File: src/pipe_consts.svh
// Purpose: Constants for the instruction state pipeline control
// Assumes: Included by its bare name
// Notes: Operation list below
// Operation
// - Wide state: 32-bit word-aligned instructions
// - Compact state: 16-bit halfword-aligned instructions
// - Bytecode state: variable length, any byte
// - Bytecode fetches are always full words
// - Exchange branches or pc loads swap wide/compact
// - Wide/bytecode swap only by bytecode branch
// - Exceptions entered, handled, exited in wide
// - Exception in compact/bytecode reverts to wide
// - Exception return restores saved state
// - Wide/compact use five one-cycle stages
// - Bytecode uses six stages, two decode
// - Data path moves bytes, halfwords, words
// - Pending writes stall or forward
`ifndef PIPE_CONSTS_SVH
`define PIPE_CONSTS_SVH
`define ST_WIDE 2'h0
`define ST_COMPACT 2'h1
`define ST_BYTE 2'h2
`define SZ_BYTE 2'h0
`define SZ_HALF 2'h1
`define SZ_WORD 2'h2
`define WIDE_STEP 32'h00000004
`define COMPACT_STEP 32'h00000002
`define RESET_PC 32'h00000000
`define EXC_VECTOR 32'h00000018
`define WIDE_DEPTH 3'h5
`define BYTE_DEPTH 3'h6
`endif

File: src/pipe_pkg.sv
// Purpose: Types for the instruction state pipeline control
// Assumes: Nothing
// Notes: Constants live in pipe_consts.svh
package pipe_pkg;
    typedef logic [1:0] istate_t;
    typedef logic [1:0] size_t;
endpackage
File: src/cpu_state_pipeline_control.sv
// Purpose: Instruction state, fetch and pipeline control of the core
// Assumes: Decoder supplies branch kinds; memories answer in one cycle
// Notes: Stage occupancy is tracked as valid bits only
`include "pipe_consts.svh"
module cpu_state_pipeline_control
    import pipe_pkg::*;
(
    input wire logic i_mclk,            // Core clock
    input wire logic i_rst_n,           // Async reset, low
    input wire logic i_ibus_ready,      // Instruction bus done
    input wire logic i_bx,              // branch_exchange seen
    input wire logic i_blx,             // branch_link_exchange
    input wire logic i_pc_load,         // Load into pc done
    input wire logic i_bytecode_br,     // branch_to_bytecode_state
    input wire logic i_target_lsb,      // Target bit 0 selects compact
    input wire logic [31:0] i_target,   // Branch target
    input wire logic i_exc,             // Exception request
    input wire logic i_exc_ret,         // Exception return
    input wire logic [3:0] i_src,       // Decode source reg
    input wire logic i_src_vld,         // Source used
    input wire logic [3:0] i_ex_dst,    // Execute target
    input wire logic i_ex_wr,           // Execute writes
    input wire logic i_ex_load,         // Execute is load
    input wire logic [3:0] i_mem_dst,   // Memory target
    input wire logic i_mem_wr,          // Memory writes
    input wire logic i_dreq,            // Data request
    input wire logic [31:0] i_daddr,    // Data address
    input wire size_t i_dsize,          // Data size
    input wire logic [31:0] i_dwdata,   // Data write value
    output logic [31:0] o_iaddr,        // Fetch address
    output logic o_ireq,                // Fetch request
    output logic o_iword,               // Fetch is whole word
    output istate_t o_state,            // Current state
    output logic o_in_exc,              // In exception handler
    output logic o_flush,               // Pipeline flush
    output logic o_stall,               // Hazard stall
    output logic [1:0] o_fwd,           // Forward select
    output logic [5:0] o_stage_vld,     // Stage valid bits
    output logic o_dec2,                // Second decode cycle
    output logic [31:0] o_daddr,        // Data address out
    output logic [3:0] o_dbe,           // Data byte enables
    output logic [31:0] o_dwdata,       // Data write out
    output logic o_dmisalign            // Misaligned data request
);
    typedef enum logic [2:0] {
        RUN = 3'h1,
        REFILL = 3'h2,
        HANDLER = 3'h4
    } phase_t;

    typedef struct packed {
        phase_t phase;
        istate_t state;
        istate_t saved;
        logic in_exc;
        logic [31:0] pc;
        logic [5:0] vld;
        logic dec2;
        logic flush;
        logic [31:0] daddr;
        logic [3:0] dbe;
        logic [31:0] dwdata;
        logic dmis;
    } regs_t;

    regs_t r_q, r_d;
    logic hz_stall;
    logic [1:0] hz_fwd;
    logic [3:0] al_be;
    logic [31:0] al_wdata;
    logic al_mis;

    function automatic logic [31:0] step(input istate_t s);
        unique case (s)
            `ST_COMPACT: step = `COMPACT_STEP;
            default: step = `WIDE_STEP;
        endcase
    endfunction

    function automatic logic [31:0] align_pc(input istate_t s,
                                             input logic [31:0] a);
        unique case (s)
            `ST_WIDE: align_pc = {a[31:2], 2'h0};
            `ST_COMPACT: align_pc = {a[31:1], 1'h0};
            default: align_pc = a;
        endcase
    endfunction

    hazard_unit u_hz (
        .i_src(i_src),
        .i_src_vld(i_src_vld),
        .i_ex_dst(i_ex_dst),
        .i_ex_wr(i_ex_wr),
        .i_ex_load(i_ex_load),
        .i_mem_dst(i_mem_dst),
        .i_mem_wr(i_mem_wr),
        .o_stall(hz_stall),
        .o_fwd(hz_fwd)
    );

    data_align u_al (
        .i_addr_lo(i_daddr[1:0]),
        .i_size(i_dsize),
        .i_wdata(i_dwdata),
        .o_be(al_be),
        .o_wdata(al_wdata),
        .o_misalign(al_mis)
    );

    always_comb begin
        r_d = r_q;
        r_d.flush = 1'b0;
        r_d.daddr = i_daddr;
        r_d.dbe = i_dreq ? al_be : 4'h0;
        r_d.dwdata = al_wdata;
        r_d.dmis = i_dreq & al_mis;
        // Advance stages unless stalled
        if (!hz_stall) begin
            if (r_q.state == `ST_BYTE) begin
                if (r_q.vld[1] && !r_q.dec2) begin
                    r_d.dec2 = 1'b1;
                    r_d.vld = {r_q.vld[5:2], 1'b0, 1'b0} << 1;
                    r_d.vld[1] = 1'b0;
                    r_d.vld[2] = 1'b0;
                    r_d.vld[5:3] = r_q.vld[4:2];
                    r_d.vld[1] = 1'b1;
                    r_d.vld[0] = 1'b0;
                end else begin
                    r_d.dec2 = 1'b0;
                    r_d.vld = {r_q.vld[4:0], i_ibus_ready};
                end
            end else begin
                r_d.dec2 = 1'b0;
                r_d.vld = {1'b0, r_q.vld[3:0], i_ibus_ready};
            end
            if (i_ibus_ready && !(r_q.state == `ST_BYTE && r_q.vld[1]
                                  && !r_q.dec2)) begin
                r_d.pc = r_q.pc + step(r_q.state);
            end
        end
        r_d.phase = (r_q.phase == REFILL) ?
                    (r_q.in_exc ? HANDLER : RUN) : r_q.phase;
        if (i_exc && !r_q.in_exc) begin
            r_d.saved = r_q.state;
            r_d.state = `ST_WIDE;
            r_d.in_exc = 1'b1;
            r_d.pc = `EXC_VECTOR;
            r_d.vld = 6'h0;
            r_d.dec2 = 1'b0;
            r_d.flush = 1'b1;
            r_d.phase = REFILL;
        end else if (i_exc_ret && r_q.in_exc) begin
            r_d.state = r_q.saved;
            r_d.in_exc = 1'b0;
            r_d.pc = align_pc(r_q.saved, i_target);
            r_d.vld = 6'h0;
            r_d.dec2 = 1'b0;
            r_d.flush = 1'b1;
            r_d.phase = REFILL;
        end else if ((i_bx || i_blx || i_pc_load)
                     && r_q.state != `ST_BYTE) begin
            r_d.state = i_target_lsb ? `ST_COMPACT : `ST_WIDE;
            r_d.pc = align_pc(r_d.state, i_target);
            r_d.vld = 6'h0;
            r_d.dec2 = 1'b0;
            r_d.flush = 1'b1;
            r_d.phase = REFILL;
        end else if (i_bytecode_br && r_q.state != `ST_COMPACT) begin
            r_d.state = (r_q.state == `ST_WIDE) ? `ST_BYTE : `ST_WIDE;
            r_d.pc = i_target;
            r_d.vld = 6'h0;
            r_d.dec2 = 1'b0;
            r_d.flush = 1'b1;
            r_d.phase = REFILL;
        end
        // Handler never leaves wide state
        if (r_d.in_exc) begin
            r_d.state = `ST_WIDE;
        end
    end

    always_ff @(posedge i_mclk or negedge i_rst_n) begin
        if (!i_rst_n) begin
            r_q <= '{phase: RUN, state: `ST_WIDE, saved: `ST_WIDE,
                     in_exc: 1'b0, pc: `RESET_PC, vld: 6'h0, dec2: 1'b0,
                     flush: 1'b0, daddr: 32'h0, dbe: 4'h0,
                     dwdata: 32'h0, dmis: 1'b0};
        end else begin
            r_q <= r_d;
        end
    end

    always_comb begin
        unique case (r_q.state)
            `ST_WIDE: o_iaddr = {r_q.pc[31:2], 2'h0};
            `ST_COMPACT: o_iaddr = {r_q.pc[31:1], 1'h0};
            default: o_iaddr = {r_q.pc[31:2], 2'h0};
        endcase
    end

    // Byte pointer kept in pc; fetch is word wide in every state
    assign o_iword = 1'b1;
    assign o_ireq = !hz_stall;
    assign o_state = r_q.state;
    assign o_in_exc = r_q.in_exc;
    assign o_flush = r_q.flush;
    assign o_stall = hz_stall;
    assign o_fwd = hz_fwd;
    assign o_stage_vld = r_q.vld;
    assign o_dec2 = r_q.dec2;
    assign o_daddr = r_q.daddr;
    assign o_dbe = r_q.dbe;
    assign o_dwdata = r_q.dwdata;
    assign o_dmisalign = r_q.dmis;

    a_exc_wide: assert property (@(posedge i_mclk) disable iff (!i_rst_n)
        r_q.in_exc |-> r_q.state == `ST_WIDE)
        else $error("handler not in wide state");
    a_exc_entry: assert property (@(posedge i_mclk) disable iff (!i_rst_n)
        (i_exc && !r_q.in_exc) |=> (r_q.saved == $past(r_q.state)
        && r_q.flush && r_q.vld == 6'h0))
        else $error("exception entry wrong");
    a_exc_return: assert property (@(posedge i_mclk) disable iff (!i_rst_n)
        (i_exc_ret && r_q.in_exc && !i_exc) |=>
        r_q.state == $past(r_q.saved))
        else $error("state not restored");
    a_word_fetch: assert property (@(posedge i_mclk) disable iff (!i_rst_n)
        r_q.state == `ST_BYTE |-> o_iaddr[1:0] == 2'h0 && o_iword)
        else $error("bytecode fetch not word");
    a_half_align: assert property (@(posedge i_mclk) disable iff (!i_rst_n)
        r_q.state == `ST_COMPACT |-> !o_iaddr[0])
        else $error("compact fetch misaligned");
    a_byte_decode: assert property (@(posedge i_mclk) disable iff (!i_rst_n)
        r_q.dec2 |-> r_q.state == `ST_BYTE)
        else $error("second decode outside bytecode");
    a_wide_depth: assert property (@(posedge i_mclk) disable iff (!i_rst_n)
        (r_q.state != `ST_BYTE && $stable(r_q.state)) |-> !r_q.vld[5])
        else $error("sixth stage in five-stage state");
    a_bx_switch: assert property (@(posedge i_mclk) disable iff (!i_rst_n)
        (i_bx && r_q.state == `ST_WIDE && i_target_lsb && !i_exc
        && !r_q.in_exc && !i_exc_ret) |=> r_q.state == `ST_COMPACT
        && r_q.flush)
        else $error("exchange did not switch");
    a_load_stall: assert property (@(posedge i_mclk) disable iff (!i_rst_n)
        (i_src_vld && i_ex_wr && i_ex_load && i_src == i_ex_dst)
        |-> o_stall && !o_ireq)
        else $error("load hazard not stalled");
endmodule

File: src/data_align.sv
// Purpose: Byte lane strobes and write data replication for data access
// Assumes: Requester keeps its addresses aligned
// Notes: Misaligned requests are flagged, not corrected
`include "pipe_consts.svh"
module data_align
    import pipe_pkg::*;
(
    input wire logic [1:0] i_addr_lo,   // Low address bits
    input wire size_t i_size,           // Access size
    input wire logic [31:0] i_wdata,    // Raw write data
    output logic [3:0] o_be,            // Byte enables
    output logic [31:0] o_wdata,        // Lane placed data
    output logic o_misalign             // Bad alignment seen
);
    always_comb begin
        o_be = 4'h0;
        o_wdata = i_wdata;
        o_misalign = 1'b0;
        unique case (i_size)
            `SZ_BYTE: begin
                o_be = 4'h1 << i_addr_lo;
                o_wdata = {4{i_wdata[7:0]}};
            end
            `SZ_HALF: begin
                o_be = i_addr_lo[1] ? 4'hc : 4'h3;
                o_wdata = {2{i_wdata[15:0]}};
                o_misalign = i_addr_lo[0];
            end
            default: begin
                o_be = 4'hf;
                o_misalign = |i_addr_lo;
            end
        endcase
    end
endmodule

File: src/hazard_unit.sv
// Purpose: Detect register hazards against execute and memory stages
// Assumes: Register 0 to 15 numbering, write valid flags
// Notes: Execute-stage load results stall, others forward
module hazard_unit (
    input wire logic [3:0] i_src,       // Source register
    input wire logic i_src_vld,         // Source used
    input wire logic [3:0] i_ex_dst,    // Execute stage target
    input wire logic i_ex_wr,           // Execute writes
    input wire logic i_ex_load,         // Execute is a load
    input wire logic [3:0] i_mem_dst,   // Memory stage target
    input wire logic i_mem_wr,          // Memory writes
    output logic o_stall,               // Stall request
    output logic [1:0] o_fwd            // 1 ex, 2 mem, 0 none
);
    function automatic logic hit(input logic [3:0] a, input logic [3:0] b,
                                 input logic w, input logic v);
        hit = w && v && (a == b);
    endfunction
    always_comb begin
        o_stall = 1'b0;
        o_fwd = 2'h0;
        if (hit(i_src, i_ex_dst, i_ex_wr, i_src_vld)) begin
            if (i_ex_load) begin
                o_stall = 1'b1;
            end else begin
                o_fwd = 2'h1;
            end
        end else if (hit(i_src, i_mem_dst, i_mem_wr, i_src_vld)) begin
            o_fwd = 2'h2;
        end
    end
endmodule

File: config.mk
export PLATFORM = sky130hd
export DESIGN_NAME = cpu_state_pipeline_control
export DESIGN_NICKNAME = d
export VERILOG_FILES = /design/src/pipe_pkg.sv /design/src/cpu_state_pipeline_control.sv /design/src/data_align.sv /design/src/hazard_unit.sv
export VERILOG_INCLUDE_DIRS = /design/src
export SDC_FILE = /design/constraint.sdc
export NUM_CORES = 1
export LEC_CHECK = 0
export BUFFER_PORTS_ARGS = -buffer_cell sky130_fd_sc_hd__buf_2
export CAP_MARGIN = 10
export CELL_PAD_IN_SITES_DETAIL_PLACEMENT = 0
export CELL_PAD_IN_SITES_GLOBAL_PLACEMENT = 1
export CORE_MARGIN = 4
export CORE_UTILIZATION = 30
export CTS_BUF_LIST = sky130_fd_sc_hd__clkbuf_4
export CTS_CLUSTER_SIZE = 40
export DETAILED_ROUTE_END_ITERATION = 10
export PLACE_DENSITY_LB_ADDON = 0.12
export RECOVER_POWER = 100
export SLEW_MARGIN = 20
export SYNTH_ARGS = -nofsm -noshare
export SYNTH_HDL_FRONTEND = slang
export SYNTH_HIERARCHICAL = 1
export SYNTH_SLANG_ARGS = --single-unit
File: constraint.sdc
create_clock -name i_mclk -period 3.2 [get_ports i_mclk]
set_clock_uncertainty 0.05 [all_clocks]
set_input_delay 0.48 -clock i_mclk [delete_from_list [all_inputs] [get_ports i_mclk]]
set_output_delay 0.48 -clock i_mclk [all_outputs]
set_load 0.01 [all_outputs]
==> key figures <==
STA
  • F_max: roughly 340 MHz
  • Tmin final: 2.91 ns
  • Final worst slack: ~0.29 ns
  • Max-slew violations: 41
  • Unrepaired setup endpoints after global routing: false
  • Relative max-transition margin: -0.497
  • Setup total negative slack: 0 ns
  • Worst-Margin Slew: 2.25 ns
  • Hold Violations, Final: 0
  • # setup viols final: 0
  • Final Cycle Share: 0.910

Run
  • Max cap viols: 1

Setup path
  • CP arrival: about 3.3 ns
  • Crit Path Max Fanout: 7
  • Ordered list of cells on the worst path: nand2b_1 > inv_1 > ha_1 > inv_1 > fa_1 > nand4b_1 > nor3_1 > nand3_1 > or4_1 > a31oi_1
  • Crit-path max cell delay: ~0.46 ns
  • Crit end category: flop
  • R2R Path Start: o_state[0]
  • FF-to-FF End: r_q[106]
  • Startpoint type of the worst setup path: flop
  • Crit Path Class: reg -> reg
  • Worst path slowest cell: dfrtp_1
  • R2R cell count: 10
  • Register-to-register setup slack: approximately 0.29 ns
  • Data required, critical path: between 3 and 4 ns
  • Most used cell, CP: inv_1

GRT
  • Initial antenna violation count: 2
  • GR Overflow Total: 0
  • Largest net degree at the start of global routing: 54
  • Vias in the first global route: around 4600
  • Total track usage: 0.144
  • First-pass GRT wire length: approximately 25000 µm

Yosys
  • Top cell type's share of synthesized area: 0.497
  • Synth top cells by count: 116 x buf_4, 113 x dfrtp_1, 35 x nand2_1
  • Number of flops mapped to enable cells by yosys: 0
  • Largest area contributor in the netlist: dfrtp_1
  • Ys async rst share: 1.00
  • Most used DFF post-synth: dfrtp_1
  • Cell with the most instances after synthesis: buf_4
  • #FFs+latches synth: between 100 and 150
  • Register area share after synthesis: 0.497
  • Syn nets: about 670
  • Mapped Area: between 0.005 and 0.006 mm²
  • Ys Warns: 6
  • Syn_area_per_cell: roughly 11 µm²
  • Top cells by area, synth: dfrtp_1 50%, buf_4 15%, mux2_2 3.4%
  • Synth Instances: about 540
  • Unique masters post-synth: between 50 and 60

Power and ir drop
  • Peak VDD IR: around 0.00023 V
  • Leakage: between 2 and 3 nW
  • Pwr per Cell Area: 510 mW/mm²

Routing
  • Vias/cell: 4.52
  • DR vias: around 4300
  • Wire per inst: ~16 µm
  • Detail Route Antenna Nets: 0
  • Final WL: roughly 15000 µm
  • Drt drc: 0
  • Initial DRC count: 134
  • DR pass1 iterations: 4

Finish
  • NumNets Final: 840
  • Share of cells above drive strength 1: 0.246
  • Final core utilization: 0.366
  • Area grow syn2layout: 20.2%
  • Fillers: about 2000

Clock network
  • Reg clk slew, reported paths: 0.12 ns
  • CTS root buf: clkbuf_4
  • H-tree depth: 4
  • CTS tree: done
  • Clock Latency Late Sink: between 0.5 and 0.6 ns
  • CTS Buf Count: 17
  • CTS Buffer Depth: 2
  • CTS sink count: 113

Die
  • Num ports: roughly 240
  • Row count: 50
  • Core Box Area: between 0.015 and 0.02 mm²
  • Vert. Die Dim: roughly 150 µm
  • Die ar.: 0.0212 mm²
  • Chip width: ~150 µm
  • Initial Utilization: 0.304

Placed design
  • Pre-CTS setup slack: 0.246 ns
  • GPL Wtd Cong: between 0.7 and 0.8
  • Port-buffer cells: 238
  • Post-DP HPWL: roughly 11000 µm

Hold path
  • Worst Hold Launch: i_dwdata[7]
  • Hold crit path type: in -> reg
  • Hold Path Sink: o_dwdata[7]
  • WHS Path Cells: 1

Outcome
  • Status: finished, violations left
  • Failing checks: max-capacitance violations, max-slew violations
[stage by stage]
stage	std cells	area [µm²]	total power, mW	hold WS, ns
after floorplan	538	5690	2.04	0.134
after global placement	893	6370	2.21	0.438
after detailed placement	893	6370	2.21	0.444
after CTS	958	7060	3.60	0.00172
after global routing	960	6840	3.69	0.0178
final	960	6840	3.49	0.0702
[layout by cell type (no fill, tap or decap), drive strengths merged, types with 2 or more instances in the layout]
| cell type | synthesis | layout |
|---|---|---|
| clkinv | 0 | 4 |
| nor3 | 4 | 4 |
| and3 | 5 | 5 |
| o31ai | 4 | 4 |
| o21ai | 39 | 39 |
| xnor2 | 9 | 9 |
| a22oi | 2 | 2 |
| and2 | 8 | 8 |
| ha | 2 | 2 |
| a31oi | 5 | 5 |
| nor2 | 21 | 21 |
| dfrtp | 113 | 113 |
| mux2i | 11 | 11 |
| nand4 | 8 | 8 |
| nand2b | 6 | 6 |
| buf | 119 | 123 |
| nand4b | 2 | 2 |
| a21oi | 25 | 25 |
| clkinvlp | 0 | 3 |
| bufinv | 0 | 5 |
| dlygate4sd3 | 0 | 34 |
| a21o | 3 | 3 |
| clkbuf | 12 | 146 |
| a211oi | 2 | 2 |
| inv | 10 | 13 |
| mux2 | 17 | 17 |
| nor2b | 2 | 2 |
| o211ai | 3 | 3 |
| or3 | 3 | 3 |
| o21bai | 2 | 2 |
| nor4 | 8 | 8 |
| nand3 | 18 | 18 |
| nand2 | 35 | 35 |
| xor2 | 19 | 19 |
| conb | 2 | 2 |
[critical path: cells and delay by family, from the launching register on]
kind | cells | cell delay [ns]
flops | 1 | 0.46
fa+ha+maj | 2 | 0.65
simple gates | 5 | 1.35
buf+inv | 2 | 0.17
compound gates | 1 | 0.18
[final cells by class]
class	count	area [µm²]	area share
antenna	1	2.50	0.000366
clock buffer	17	128	0.0187
clock inverter	15	230	0.0337
inverter	10	37.5	0.00549
multi-input combinational	284	1840	0.269
sequential	113	2830	0.413
tap	234	293	0.0428
timing repair buffer	286	1480	0.217
[flip-flops by register name, indices dropped and copies added (netlist names)]
signal       flops
o_dmisalign      1
r_q             33
o_stage_vld      6
o_dwdata        32
o_flush          1
o_daddr         32
o_dec2           1
o_in_exc         1
o_dbe            4
o_state          2
[kinds of logic (layout without fill, tap and decap cells)]
logic type / Yosys count / after routing / synth area share
mux: 28 / 28 / 0.0530
flops: 113 / 113 / 0.497
xor+xnor: 28 / 28 / 0.0431
buf+inv: 141 / 328 / 0.174
fa+ha+maj: 3 / 3 / 0.00792
other cells: 2 / 3 / 0.00132
compound gates: 94 / 94 / 0.102
simple gates: 129 / 129 / 0.122
[power by group]
part	total [mW]	internal (mW)	switching (mW)
logic	0.546	0.234	0.311
registers	1.62	1.53	0.0863
clock network	1.32	0.707	0.612
total	3.49	2.48	1.01
[how the worst max path moves through the flow]
stage,slack [ns],to,cells after the start,startpoint
5_1_grt,0.03,o_stage_vld[0],3,i_rst_n
2_1_floorplan,0.22,r_q[106],10,o_state[1]
4_1_cts,0.24,r_q[106],10,o_state[0]
3_3_place_gp,0.32,r_q[106],10,o_state[0]
6_report,0.29,r_q[106],10,o_state[0]
3_5_place_dp,0.25,r_q[106],10,o_state[0]
[layer usage]
metal	vias to the layer above	wire length [µm]	GRT usage
met5	-	20	0
met3	14	1040	0.0554
met2	158	7440	0.238
li1	2085	-	-
met4	2	188	0.0385
met1	2078	6590	0.177
[what timing repair did]
action,4_1_cts,5_1_grt
hold endpoints to repair,71,1
hold buffers,33,1
gates resized for setup,0,0
buffers inserted,0,0
Power figures use the tool's default switching activity.
